## config.mk

```make
export PLATFORM = sky130hd
export DESIGN_NAME = system_bus_dma_master
export DESIGN_NICKNAME = d
export VERILOG_FILES = /design/src/hdl/sbdm_pkg.sv /design/src/hdl/system_bus_dma_master.sv
export SDC_FILE = /design/constraint.sdc
export NUM_CORES = 1
export LEC_CHECK = 0
export ABC_AREA = 1
export BUFFER_PORTS_ARGS = -buffer_cell sky130_fd_sc_hd__buf_4
export CAP_MARGIN = 25
export CORE_MARGIN = 2
export CORE_UTILIZATION = 51
export DETAILED_ROUTE_END_ITERATION = 6
export PLACE_DENSITY = 0.81
export SYNTH_ARGS = -nofsm -noshare
export SYNTH_HDL_FRONTEND = slang
export SYNTH_SLANG_ARGS = --single-unit
```

## constraint.sdc

```tcl
create_clock -name sys_clk_i -period 3.5 [get_ports sys_clk_i]
set_clock_uncertainty 0.15 [all_clocks]
set_input_delay 0.7 -clock sys_clk_i [delete_from_list [all_inputs] [get_ports sys_clk_i]]
set_output_delay 0.7 -clock sys_clk_i [all_outputs]
set_load 0.03 [all_outputs]
```

## src/hdl/sbdm_pkg.sv

```systemverilog
// constants and carrier types of the system bus dma master
package sbdm_pkg;
   // ---------------------------------------------------------------
   // register indices of the programming port
   // ---------------------------------------------------------------
   localparam logic [2:0] REG_MODE      = 3'h0;
   localparam logic [2:0] REG_ADDR_LO   = 3'h1;
   localparam logic [2:0] REG_ADDR_HI   = 3'h2;
   localparam logic [2:0] REG_HIGH_ADDR = 3'h3;
   localparam logic [2:0] REG_CNT_LO    = 3'h4;
   localparam logic [2:0] REG_CNT_HI    = 3'h5;
   localparam logic [2:0] REG_GSR       = 3'h6;
   // ---------------------------------------------------------------
   // field positions and encodings
   // ---------------------------------------------------------------
   localparam int         MODE_TT_LSB   = 2;
   localparam int         MODE_LVL_LSB  = 4;
   localparam logic [1:0] TT_SINGLE     = 2'h0;
   localparam logic [1:0] TT_DEMAND     = 2'h1;
   localparam int         GSR_TMO_BIT   = 0;
   localparam int         GSR_ACT_BIT   = 1;
   localparam int         GSR_EVT_BIT   = 2;
   localparam logic [7:0] MODE_RST      = 8'h0C;
   localparam logic [7:0] HIGH_RST      = 8'h00;
   // ---------------------------------------------------------------
   // timing and sizes
   // ---------------------------------------------------------------
   localparam int         CLK_NS        = 40;
   localparam int         TIMEOUT_NS    = 1600000;
   localparam int         TIMEOUT_CYC   = TIMEOUT_NS / CLK_NS;
   localparam int         BYTE_W        = 8;
   localparam int         FIFO_DEPTH    = 8;
   // ---------------------------------------------------------------
   // states and carriers
   // ---------------------------------------------------------------
   typedef enum logic [4:0] {
      ST_IDLE = 5'h01, ST_REQ = 5'h02, ST_OWN = 5'h04, ST_CYC = 5'h08, ST_DROP = 5'h10
   } dma_state_t;
   typedef struct packed {
      logic       wr;
      logic       rd;
      logic [2:0] sel;
      logic [7:0] wdata;
   } reg_req_t;
   typedef struct packed {
      logic busy;
      logic prio_in;
      logic lock;
      logic preempt;
   } arb_in_t;
   typedef struct packed {
      logic [23:0] adr;
      logic [15:0] dat;
      logic        mem_wr;
      logic        bhen;
   } bus_cmd_t;
endpackage : sbdm_pkg

```

## src/hdl/system_bus_dma_master.sv

```systemverilog
// byte fifo and dma bus master of the system bus adapter
`timescale 1ns/1ns
`default_nettype none
module byte_fifo #(
   parameter int W = 8,
   parameter int D = 8
) (
   input  wire logic         sys_clk_i,
   input  wire logic         rst_b_i,
   input  wire logic         in_valid_i,
   input  wire logic [W-1:0] in_data_i,
   output logic              in_ready_o,
   output logic              out_valid_o,
   input  wire logic         out_ready_i,
   output logic [W-1:0]      out_data_o
);
   localparam int AW = $clog2(D);
   typedef struct packed {
      logic [D-1:0][W-1:0] mem;
      logic [AW-1:0]       wp;
      logic [AW-1:0]       rp;
      logic [AW:0]         n;
   } fifo_t;
   fifo_t s, next_s;
   logic  push, pop;
   // ---------------------------------------------------------------
   // handshakes and pointer update
   // ---------------------------------------------------------------
   assign in_ready_o  = (s.n != (AW+1)'(D));
   assign out_valid_o = (s.n != '0);
   assign out_data_o  = s.mem[s.rp];
   assign push        = in_valid_i && in_ready_o;
   assign pop         = out_valid_o && out_ready_i;
   always_comb begin
      next_s = s;
      if (push) begin
         next_s.mem[s.wp] = in_data_i;
         next_s.wp        = (s.wp == AW'(D-1)) ? '0 : s.wp + 1'b1;
      end
      if (pop) begin
         next_s.rp = (s.rp == AW'(D-1)) ? '0 : s.rp + 1'b1;
      end
      next_s.n = s.n + (AW+1)'(push) - (AW+1)'(pop);
   end
   // state register
   always_ff @(posedge sys_clk_i or negedge rst_b_i) begin
      if (!rst_b_i) s <= '0;
      else          s <= next_s;
   end
endmodule : byte_fifo

// Contract
// - while owning the bus, all interrupt request lines stay quiet
// - bus request and common bus request are asserted together
// - a forced release re-requests the bus alone and resumes the transfer
// - base and current address are 16 bits, wrapping without carry upward
// - single-byte or demand mode bursts bytes until the count runs out
// - 8-bit data, copied onto both lanes of a 16-bit bus
// - programming is accepted whenever hold grant is low
// - high address register drives address bits 16 to 23
// - on each bus grant the middle address byte is latched from the address counter
// - any set status flag raises an interrupt request
// - a switch picks serial or parallel priority resolution
// - eight interrupt outputs driven, interrupt acknowledge taken as input
// - a byte cycle past 1.6 ms sets the timeout flag and goes on
// - bus taken only when requesting, free, prioritised and not locked
// - serial priority passes down the daisy chain of masters
module system_bus_dma_master
   import sbdm_pkg::*;
#(
   parameter int TMO_CYC = TIMEOUT_CYC
) (
   input  wire logic             sys_clk_i,
   input  wire logic             rst_b_i,
   input  wire reg_req_t         reg_i,
   output logic [7:0]            reg_rdata_o,
   input  wire logic             scsi_valid_i,
   input  wire logic [BYTE_W-1:0] scsi_data_i,
   output logic                  scsi_ready_o,
   input  wire logic             scsi_event_i,
   input  wire logic             arbitration_select_switch_i,
   input  wire arb_in_t          arb_i,
   output logic                  bus_req_o,
   output logic                  common_bus_req_o,
   output logic                  bus_prio_out_o,
   output logic                  hold_request_o,
   output logic                  hold_grant_o,
   output bus_cmd_t              bus_cmd_o,
   input  wire logic             xack_i,
   output logic [7:0]            int_req_o,
   input  wire logic             int_ack_i
);
   localparam int TW = $clog2(TMO_CYC + 1);
   typedef struct packed {
      dma_state_t  st;
      logic [7:0]  mode;
      logic [15:0] base;
      logic [15:0] cur;
      logic [7:0]  dma_high_address;
      logic [15:0] cnt;
      logic [7:0]  adr_mid;
      logic [1:0]  flags;
      logic [7:0]  rdata;
      logic [7:0]  irq;
      logic [TW-1:0] tmo;
      bus_cmd_t    cmd;
   } dma_t;
   dma_t        s, next_s;
   logic        fifo_valid, fifo_pop, tt_ok, grant, free_ok;
   logic [7:0]  fifo_data;
   logic [2:0]  general_status_reg;
   // ---------------------------------------------------------------
   // data buffer from the scsi side
   // ---------------------------------------------------------------
   byte_fifo #(.W(BYTE_W), .D(FIFO_DEPTH)) u_fifo (
      .sys_clk_i   (sys_clk_i),
      .rst_b_i     (rst_b_i),
      .in_valid_i  (scsi_valid_i),
      .in_data_i   (scsi_data_i),
      .in_ready_o  (scsi_ready_o),
      .out_valid_o (fifo_valid),
      .out_ready_i (fifo_pop),
      .out_data_o  (fifo_data)
   );
   // ---------------------------------------------------------------
   // arbitration and status terms
   // ---------------------------------------------------------------
   assign grant          = (s.st == ST_OWN) || (s.st == ST_CYC);
   assign hold_grant_o   = grant;
   assign hold_request_o = (s.st == ST_REQ) || grant;
   assign bus_req_o        = hold_request_o;
   assign common_bus_req_o = hold_request_o;
   // serial chain passes priority on only while not requesting the bus
   assign bus_prio_out_o = arbitration_select_switch_i
                           && arb_i.prio_in && !hold_request_o;
   assign free_ok  = arb_i.prio_in && !arb_i.busy && !arb_i.lock;
   assign tt_ok    = (s.mode[MODE_TT_LSB +: 2] == TT_SINGLE)
                     || (s.mode[MODE_TT_LSB +: 2] == TT_DEMAND);
   assign fifo_pop = (s.st == ST_OWN) && !arb_i.preempt && (s.cnt != 16'h0000);
   assign general_status_reg = {s.flags[1], (s.st != ST_IDLE), s.flags[0]};
   assign reg_rdata_o = s.rdata;
   assign bus_cmd_o   = s.cmd;
   assign int_req_o   = s.irq;
   // ---------------------------------------------------------------
   // next state of registers and sequencer
   // ---------------------------------------------------------------
   always_comb begin
      next_s = s;
      next_s.cmd.mem_wr = 1'b0;
      // programming only while the cpu still owns the bus
      if (reg_i.wr && !grant) begin
         unique case (reg_i.sel)
            REG_MODE:      next_s.mode = reg_i.wdata;
            REG_ADDR_LO: begin
               next_s.base[7:0] = reg_i.wdata;
               next_s.cur[7:0]  = reg_i.wdata;
            end
            REG_ADDR_HI: begin
               next_s.base[15:8] = reg_i.wdata;
               next_s.cur[15:8]  = reg_i.wdata;
            end
            REG_HIGH_ADDR: next_s.dma_high_address = reg_i.wdata;
            REG_CNT_LO:    next_s.cnt[7:0]  = reg_i.wdata;
            REG_CNT_HI:    next_s.cnt[15:8] = reg_i.wdata;
            default:       ;
         endcase
      end
      // read data; a status read clears the sticky flags
      if (reg_i.rd) begin
         unique case (reg_i.sel)
            REG_MODE:      next_s.rdata = s.mode;
            REG_ADDR_LO:   next_s.rdata = s.cur[7:0];
            REG_ADDR_HI:   next_s.rdata = s.cur[15:8];
            REG_HIGH_ADDR: next_s.rdata = s.dma_high_address;
            REG_CNT_LO:    next_s.rdata = s.cnt[7:0];
            REG_CNT_HI:    next_s.rdata = s.cnt[15:8];
            REG_GSR: begin
               next_s.rdata = {5'h00, general_status_reg};
               next_s.flags = 2'h0;
            end
            default:       next_s.rdata = 8'h00;
         endcase
      end
      if (int_ack_i) next_s.flags[1] = 1'b0;
      if (scsi_event_i) next_s.flags[1] = 1'b1;  // set wins over clear
      unique case (s.st)
         ST_IDLE: begin
            // re-arm by itself once nobody forces us off
            if (s.cnt != 16'h0000 && tt_ok && !arb_i.preempt) next_s.st = ST_REQ;
         end
         ST_REQ: begin
            if (free_ok) begin
               next_s.st      = ST_OWN;
               next_s.adr_mid = s.cur[15:8];
            end
         end
         ST_OWN: begin
            if (arb_i.preempt || s.cnt == 16'h0000) begin
               next_s.st = ST_DROP;
            end else if (fifo_valid) begin
               next_s.st         = ST_CYC;
               next_s.tmo        = '0;
               next_s.cmd.adr    = {s.dma_high_address, s.adr_mid, s.cur[7:0]};
               next_s.cmd.dat    = {fifo_data, fifo_data};
               next_s.cmd.bhen   = 1'b0;
               next_s.cmd.mem_wr = 1'b1;
            end
         end
         ST_CYC: begin
            next_s.cmd.mem_wr = 1'b1;
            next_s.tmo        = s.tmo + 1'b1;
            if (xack_i || s.tmo == TW'(TMO_CYC - 1)) begin
               if (!xack_i) next_s.flags[0] = 1'b1;
               next_s.cmd.mem_wr = 1'b0;
               next_s.st  = ST_OWN;
               next_s.cur = s.cur + 16'h0001;
               next_s.cnt = s.cnt - 16'h0001;
               if (s.cur[7:0] == 8'hFF) next_s.adr_mid = s.adr_mid + 8'h01;
            end
         end
         ST_DROP: next_s.st = ST_IDLE;
      endcase
      // interrupt line chosen by mode, silenced while owning the bus
      next_s.irq = 8'h00;
      if (next_s.flags != 2'h0 && next_s.st != ST_OWN && next_s.st != ST_CYC) begin
         next_s.irq = 8'h01 << next_s.mode[MODE_LVL_LSB +: 3];
      end
   end
   // state register
   always_ff @(posedge sys_clk_i or negedge rst_b_i) begin
      if (!rst_b_i) begin
         s                  <= '0;
         s.st               <= ST_IDLE;
         s.mode             <= MODE_RST;
         s.dma_high_address <= HIGH_RST;
      end else begin
         s <= next_s;
      end
   end
endmodule : system_bus_dma_master
`default_nettype wire

```

# --- Word level (Yosys, flattened, before mapping) ---
# Index checks and enable logic that the tools add are counted.
classes:
  n_addsub: 8
  order_cmp: 3
  eq_ne: 25
  shift: 1
  n_mux: 43
  n_bitwise: 1
  n_reduce_logical: 39
ops:
  columns: ["cell", "n"]
  rows:
  - ["$mux W58", 2]
  - ["$mux W8", 12]
  - ["$bwmux W64", 1]
  - ["$mux W63", 1]
  - ["$pmux W8 S7", 1]
  - ["$mux W16", 3]
  - ["$add A16 B1 Y16 const B", 2]
  - ["$pmux W16 S2", 1]
  - ["$mux W5", 5]
  - ["$pmux W5 S5", 1]
  - ["$bmux W8 S3", 1]
  - ["$demux W8 S3", 1]
  - ["$mux W24", 1]
  - ["$eq A16 B16 Y1 const B", 1]
  - ["$logic_not A16 Y1", 1]
  - ["$pmux W8 S2", 1]
  - ["$reduce_bool A16 Y1", 1]
  - ["$sub A16 B1 Y16 const B", 1]
  - ["$eq A3 B3 Y1 const B", 5]
  - ["$logic_and A1 B1 Y1", 14]
  - ["$mux W10", 1]
  - ["$add A8 B1 Y8 const B", 1]
  - ["$eq A8 B8 Y1 const B", 1]
  - ["$lt A3 B4 Y1 const B", 2]
  - ["34 further kinds", 59]
word_totals:
  ff_bits: 226
  input_bits: 32
  output_inout_bits: 64

# --- Longest topological paths before layout ---
depth:
  word_depth: 10
  ltp_mapped: 14
  ltp_nobuf: 13

# --- Cells and area by module ---
# From an unflattened synthesis, not the netlist that was laid out.
hier_totals:
  cells_unflattened: 1583
  hier_area_um2: 12089.1
modules_own_cells:
  columns: ["mod", "instances", "cells_per_inst", "area_per_inst_um2", "seq_area_each_um2"]
  rows:
  - ["system_bus_dma_master", 1, 1006, 7651.1, 3206.8]
  - ["byte_fifo", 1, 577, 4438.0, 1851.8]

# --- Worst setup path after synthesis ---
# Ideal clock, no wire load.
synth_path:
  path_kind: "reg-to-reg"
  start: "register s[84] (netlist name)"
  end: "register u_fifo.s[2] (netlist name)"
  setup_ns: 0.123
  arrival_time_ns: 2.263
  slack_ns: 0.964
  stages_incl_launch_ff: 15
  period_less_slack_ns: 2.536
  cell_sequence: "dfrtp_1 > inv_1 > ha_1 > nand2_1 > nor2_1 > nand2_1 > nand3_2 > inv_1 > buf_2 > ha_1 > inv_1 > ha_1 > inv_1 > fa_1 > xnor2_1"
synth_rtl:
  columns: ["element", "line_no", "text"]
  rows:
  - ["start: declaration", "system_bus_dma_master.sv:108", "dma_t s, next_s;"]
  - ["start signal: assignment", "system_bus_dma_master.sv:237", "s <= next_s;"]
  - ["end signal: assignment", "system_bus_dma_master.sv:48", "else s <= next_s;"]
  - ["end: declaration", "system_bus_dma_master.sv:24", "fifo_t s, next_s;"]

# --- Worst setup path in the final report ---
layout_path:
  start: "register s[150] (netlist name)"
  end: "output port bus_prio_out_o"
layout_between:
  elab_chain_cells: 5
  word_cells_on_any_way: 7
  classes_between: "eq/ne (3); reduce/logical (4)"
layout_lines:
  columns: ["element", "line_no", "text"]
  rows:
  - ["$eq A5 B3 Y1 or $eq A5 B4 Y1 (tied branches)", "system_bus_dma_master.sv:128", "assign grant = (s.st == ST_OWN) || (s.st == ST_CYC);"]
  - ["$logic_or A1 B1 Y1", "system_bus_dma_master.sv:128", null]
  - ["$logic_or A1 B1 Y1 *", "system_bus_dma_master.sv:130", "assign hold_request_o = (s.st == ST_REQ) || grant;"]
  - ["$logic_not A1 Y1 *", "system_bus_dma_master.sv:135", "&& arb_i.prio_in && !hold_request_o;"]
  - ["$logic_and A1 B1 Y1 *", "system_bus_dma_master.sv:135", null]
  - ["end: declaration", "system_bus_dma_master.sv:85", "output logic bus_prio_out_o,"]
# Every way passes the cells marked *; elsewhere a longest branch is shown, timed or not.

==> impl_metrics.tcl <==
set metrics [dict create \
    slew_headroom_pct 33.4 \
    synthCells 1392 \
    dieArea_um2 22300 \
    regMostFlops "s" \
    period_needed_ns 2.73 \
    routedWlPerCell_um 16.2 \
    cts_htree_levels 1 \
    drtAntennaViolNets 0 \
    path_cells "inv_1, nor2_2, o21ai_1, nand2_1, nor2_1, buf_4" \
    final_hold_viol_count 0 \
    drive_gt1_share_pct 11.1 \
    max_stage_delay_ns 0.40 \
    post_cts_resized 0 \
    clock_power_share_pct 23.4 \
    synth_top_area_share_pct 46.2 \
    syn-num-nets 1439 \
    pin_count 96 \
    end_kind "primary output" \
    drv_slew 0 \
    hold_slack_ns 0.0682 \
    fin_area_um2 12000 \
    first_iter_violations 1057 \
    synthTopCellsByArea "dfrtp_1 46%, nand2_1 13%, o21ai_0 7.9%" \
    power.density_nw_per_um2 893 \
    yosysWarnings 0 \
    final_common_cell "nand2_1" \
    syn-mean-instance-area_um2 7.74 \
    tns_ns 0 \
    nets 1460 \
    first_pass_iters 5 \
    dr_total_vias 9439 \
    grt_pass1_wl_um 45100 \
    insertion_delay_ns 0.51 \
    start_kind "flip-flop" \
    nFillCells 1898 \
    post_cts_buffers 0 \
    tightest_slew_ns 0.997 \
    cts_made_buffers 23 \
    crit_buf_inv 2 \
    die-width_um 149 \
    status "complete, no violations" \
    clkTransAtPathRegs_ns 0.06 \
    seq_area_frac_synth_pct 47.0 \
    utilization_pct 57.5 \
    setup_viol 0 \
    maxCapViolations 0 \
    internal-power_uw 6290 \
    antenna_found_initial 1 \
    core-area_um2 20900 \
    p_leak_uw 0.00600 \
    vdd_ir_drop_max_uv 524 \
    cp_top_family "simple AND/OR/NAND/NOR gates" \
    final_cell_mix "377 x nand2_1, 199 x dfrtp_1, 169 x o21ai_0, 142 x nor2_1, 128 x inv_1" \
    largest_reg_flops 77 \
    clockBufferDepth 3 \
    cts_root_buf "clkbuf_16" \
    seq_area_um2 5060 \
    die_h_um 149 \
    final.period_utilization_pct 77.9 \
    p_switching_uw 4430 \
    critPathMaxFanout 4 \
    p_seq_share_pct 38.5 \
    cp_slowest_cell "dfrtp_1" \
    start_util_pct 51.5 \
    numClockSinks 202 \
    grt_pass1_vias 8870 \
    synth-seq-cells 202 \
    worstSetupStartpoint "s[150]" \
    place.gp.congestion 0.944 \
    diodes 0 \
    grt_setup_unrepaired "false" \
    synth_area_leader_cell "dfrtp_1" \
    pwr-share-comb_pct 38.1 \
    crit_arrival_ns 1.88 \
    max_clock_freq_mhz 367 \
    drc 0 \
    crit_required_ns 2.65 \
    grt.overflow.total 0 \
    totalWireLength_um 27600 \
    area_growth_pct 11.5 \
    cts_tree "built" \
    hold_path_class "in -> async" \
    worstReg2RegStart "s[84]" \
    hpwlAfterDp_um 18600 \
    netlist_area_um2 10800 \
    grt_max_degree 81 \
    drt-vias-per-instance 5.54 \
    yosys.cell_types.count 39 \
    criticalPathCategory "reg -> out" \
    placementRows 53 \
    p_sw_share_pct 41.3 \
    multi_input_area_um2 4520 \
    grt_use_total_pct 25.3 \
    cts-hold-fix-buffers 0 \
    placed_area_um2 11200 \
    port_buffers 94 \
]
[per-layer routing]
metal	vias up	track usage (%)	share of wire, %	routed length (um)
li1	4518	-	-	-
met1	4438	35.8	43	11900
met2	414	40.1	46	12600
met3	67	3.91	8.0	2210
met4	2	8.10	3.2	886
met5	-	0	0.058	16
[cell type report]
cell class / count / share of cell area, %
Multi-Input combinational cell: 950 / 37.6
Sequential cell: 202 / 42.1
Timing Repair Buffer: 102 / 6.64
Tap cell: 275 / 2.87
Clock inverter: 7 / 0.969
Clock buffer: 35 / 5.59
Inverter: 134 / 4.19
[power by group through the flow]
stage	Sequential [uW]	Clock (uW)	Combinational, uW
after floorplan	3880	0	3320
after detailed placement	4130	0	4030
after global routing	4250	2640	4600
after CTS	4110	2540	4070
after global placement	4100	0	3890
final	4130	2510	4080
[path summary, 6_finish.rpt]
check | slack [ns] | to | cells past startpoint
setup / recovery | 0.77 | bus_prio_out_o | 6
hold / removal | 0.07 | bus_cmd_o[20] | 1
setup reg to reg | 0.79 | s[49] | 9
hold reg to reg | 0.33 | reg_rdata_o[6] | 2
max in group asynchronous | 2.29 | u_fifo.s[15] | 2
min in group sys_clk_i | 0.25 | general_status_reg[2] | 3
[logic make-up after synthesis]
kind of cell             Yosys count  synth area share [%]
AND/OR/NAND/NOR                  650                  24.9
AO/OA/AOI/OAI                    264                  13.5
XOR/XNOR                          20                  1.63
flip-flops                       202                  47.0
other                              1                0.0348
buffers and inverters            240                  11.1
adder cells (fa/ha/maj)           15                  1.81
[cells in the mapped netlist, drive strengths merged]
master and number:
o221ai 2, nor3 17, o211ai 33, o31ai 2, dfstp 3, nor3b 1, ha 14, a22oi 1
o21ai 176, inv 131, conb 1, clkbuf 23, fa 1, a31oi 7, nand2 382, xnor2 5
buf 83, nand4 22, clkinv 3, or2 1, nand3b 1, nor2 147, nand3 79, dfrtp 199
xor2 15, o22ai 21, a21oi 22
[through the flow]
step	setup WS [ns]	std cells	total power, uW
CTS	0.765	1705	10700
detailed placement	0.827	1663	8160
finish	0.772	1705	10700
floorplan	0.964	1392	7200
global placement	0.951	1663	8000
global route	0.547	1705	11500
Power figures use the tool's default switching activity.
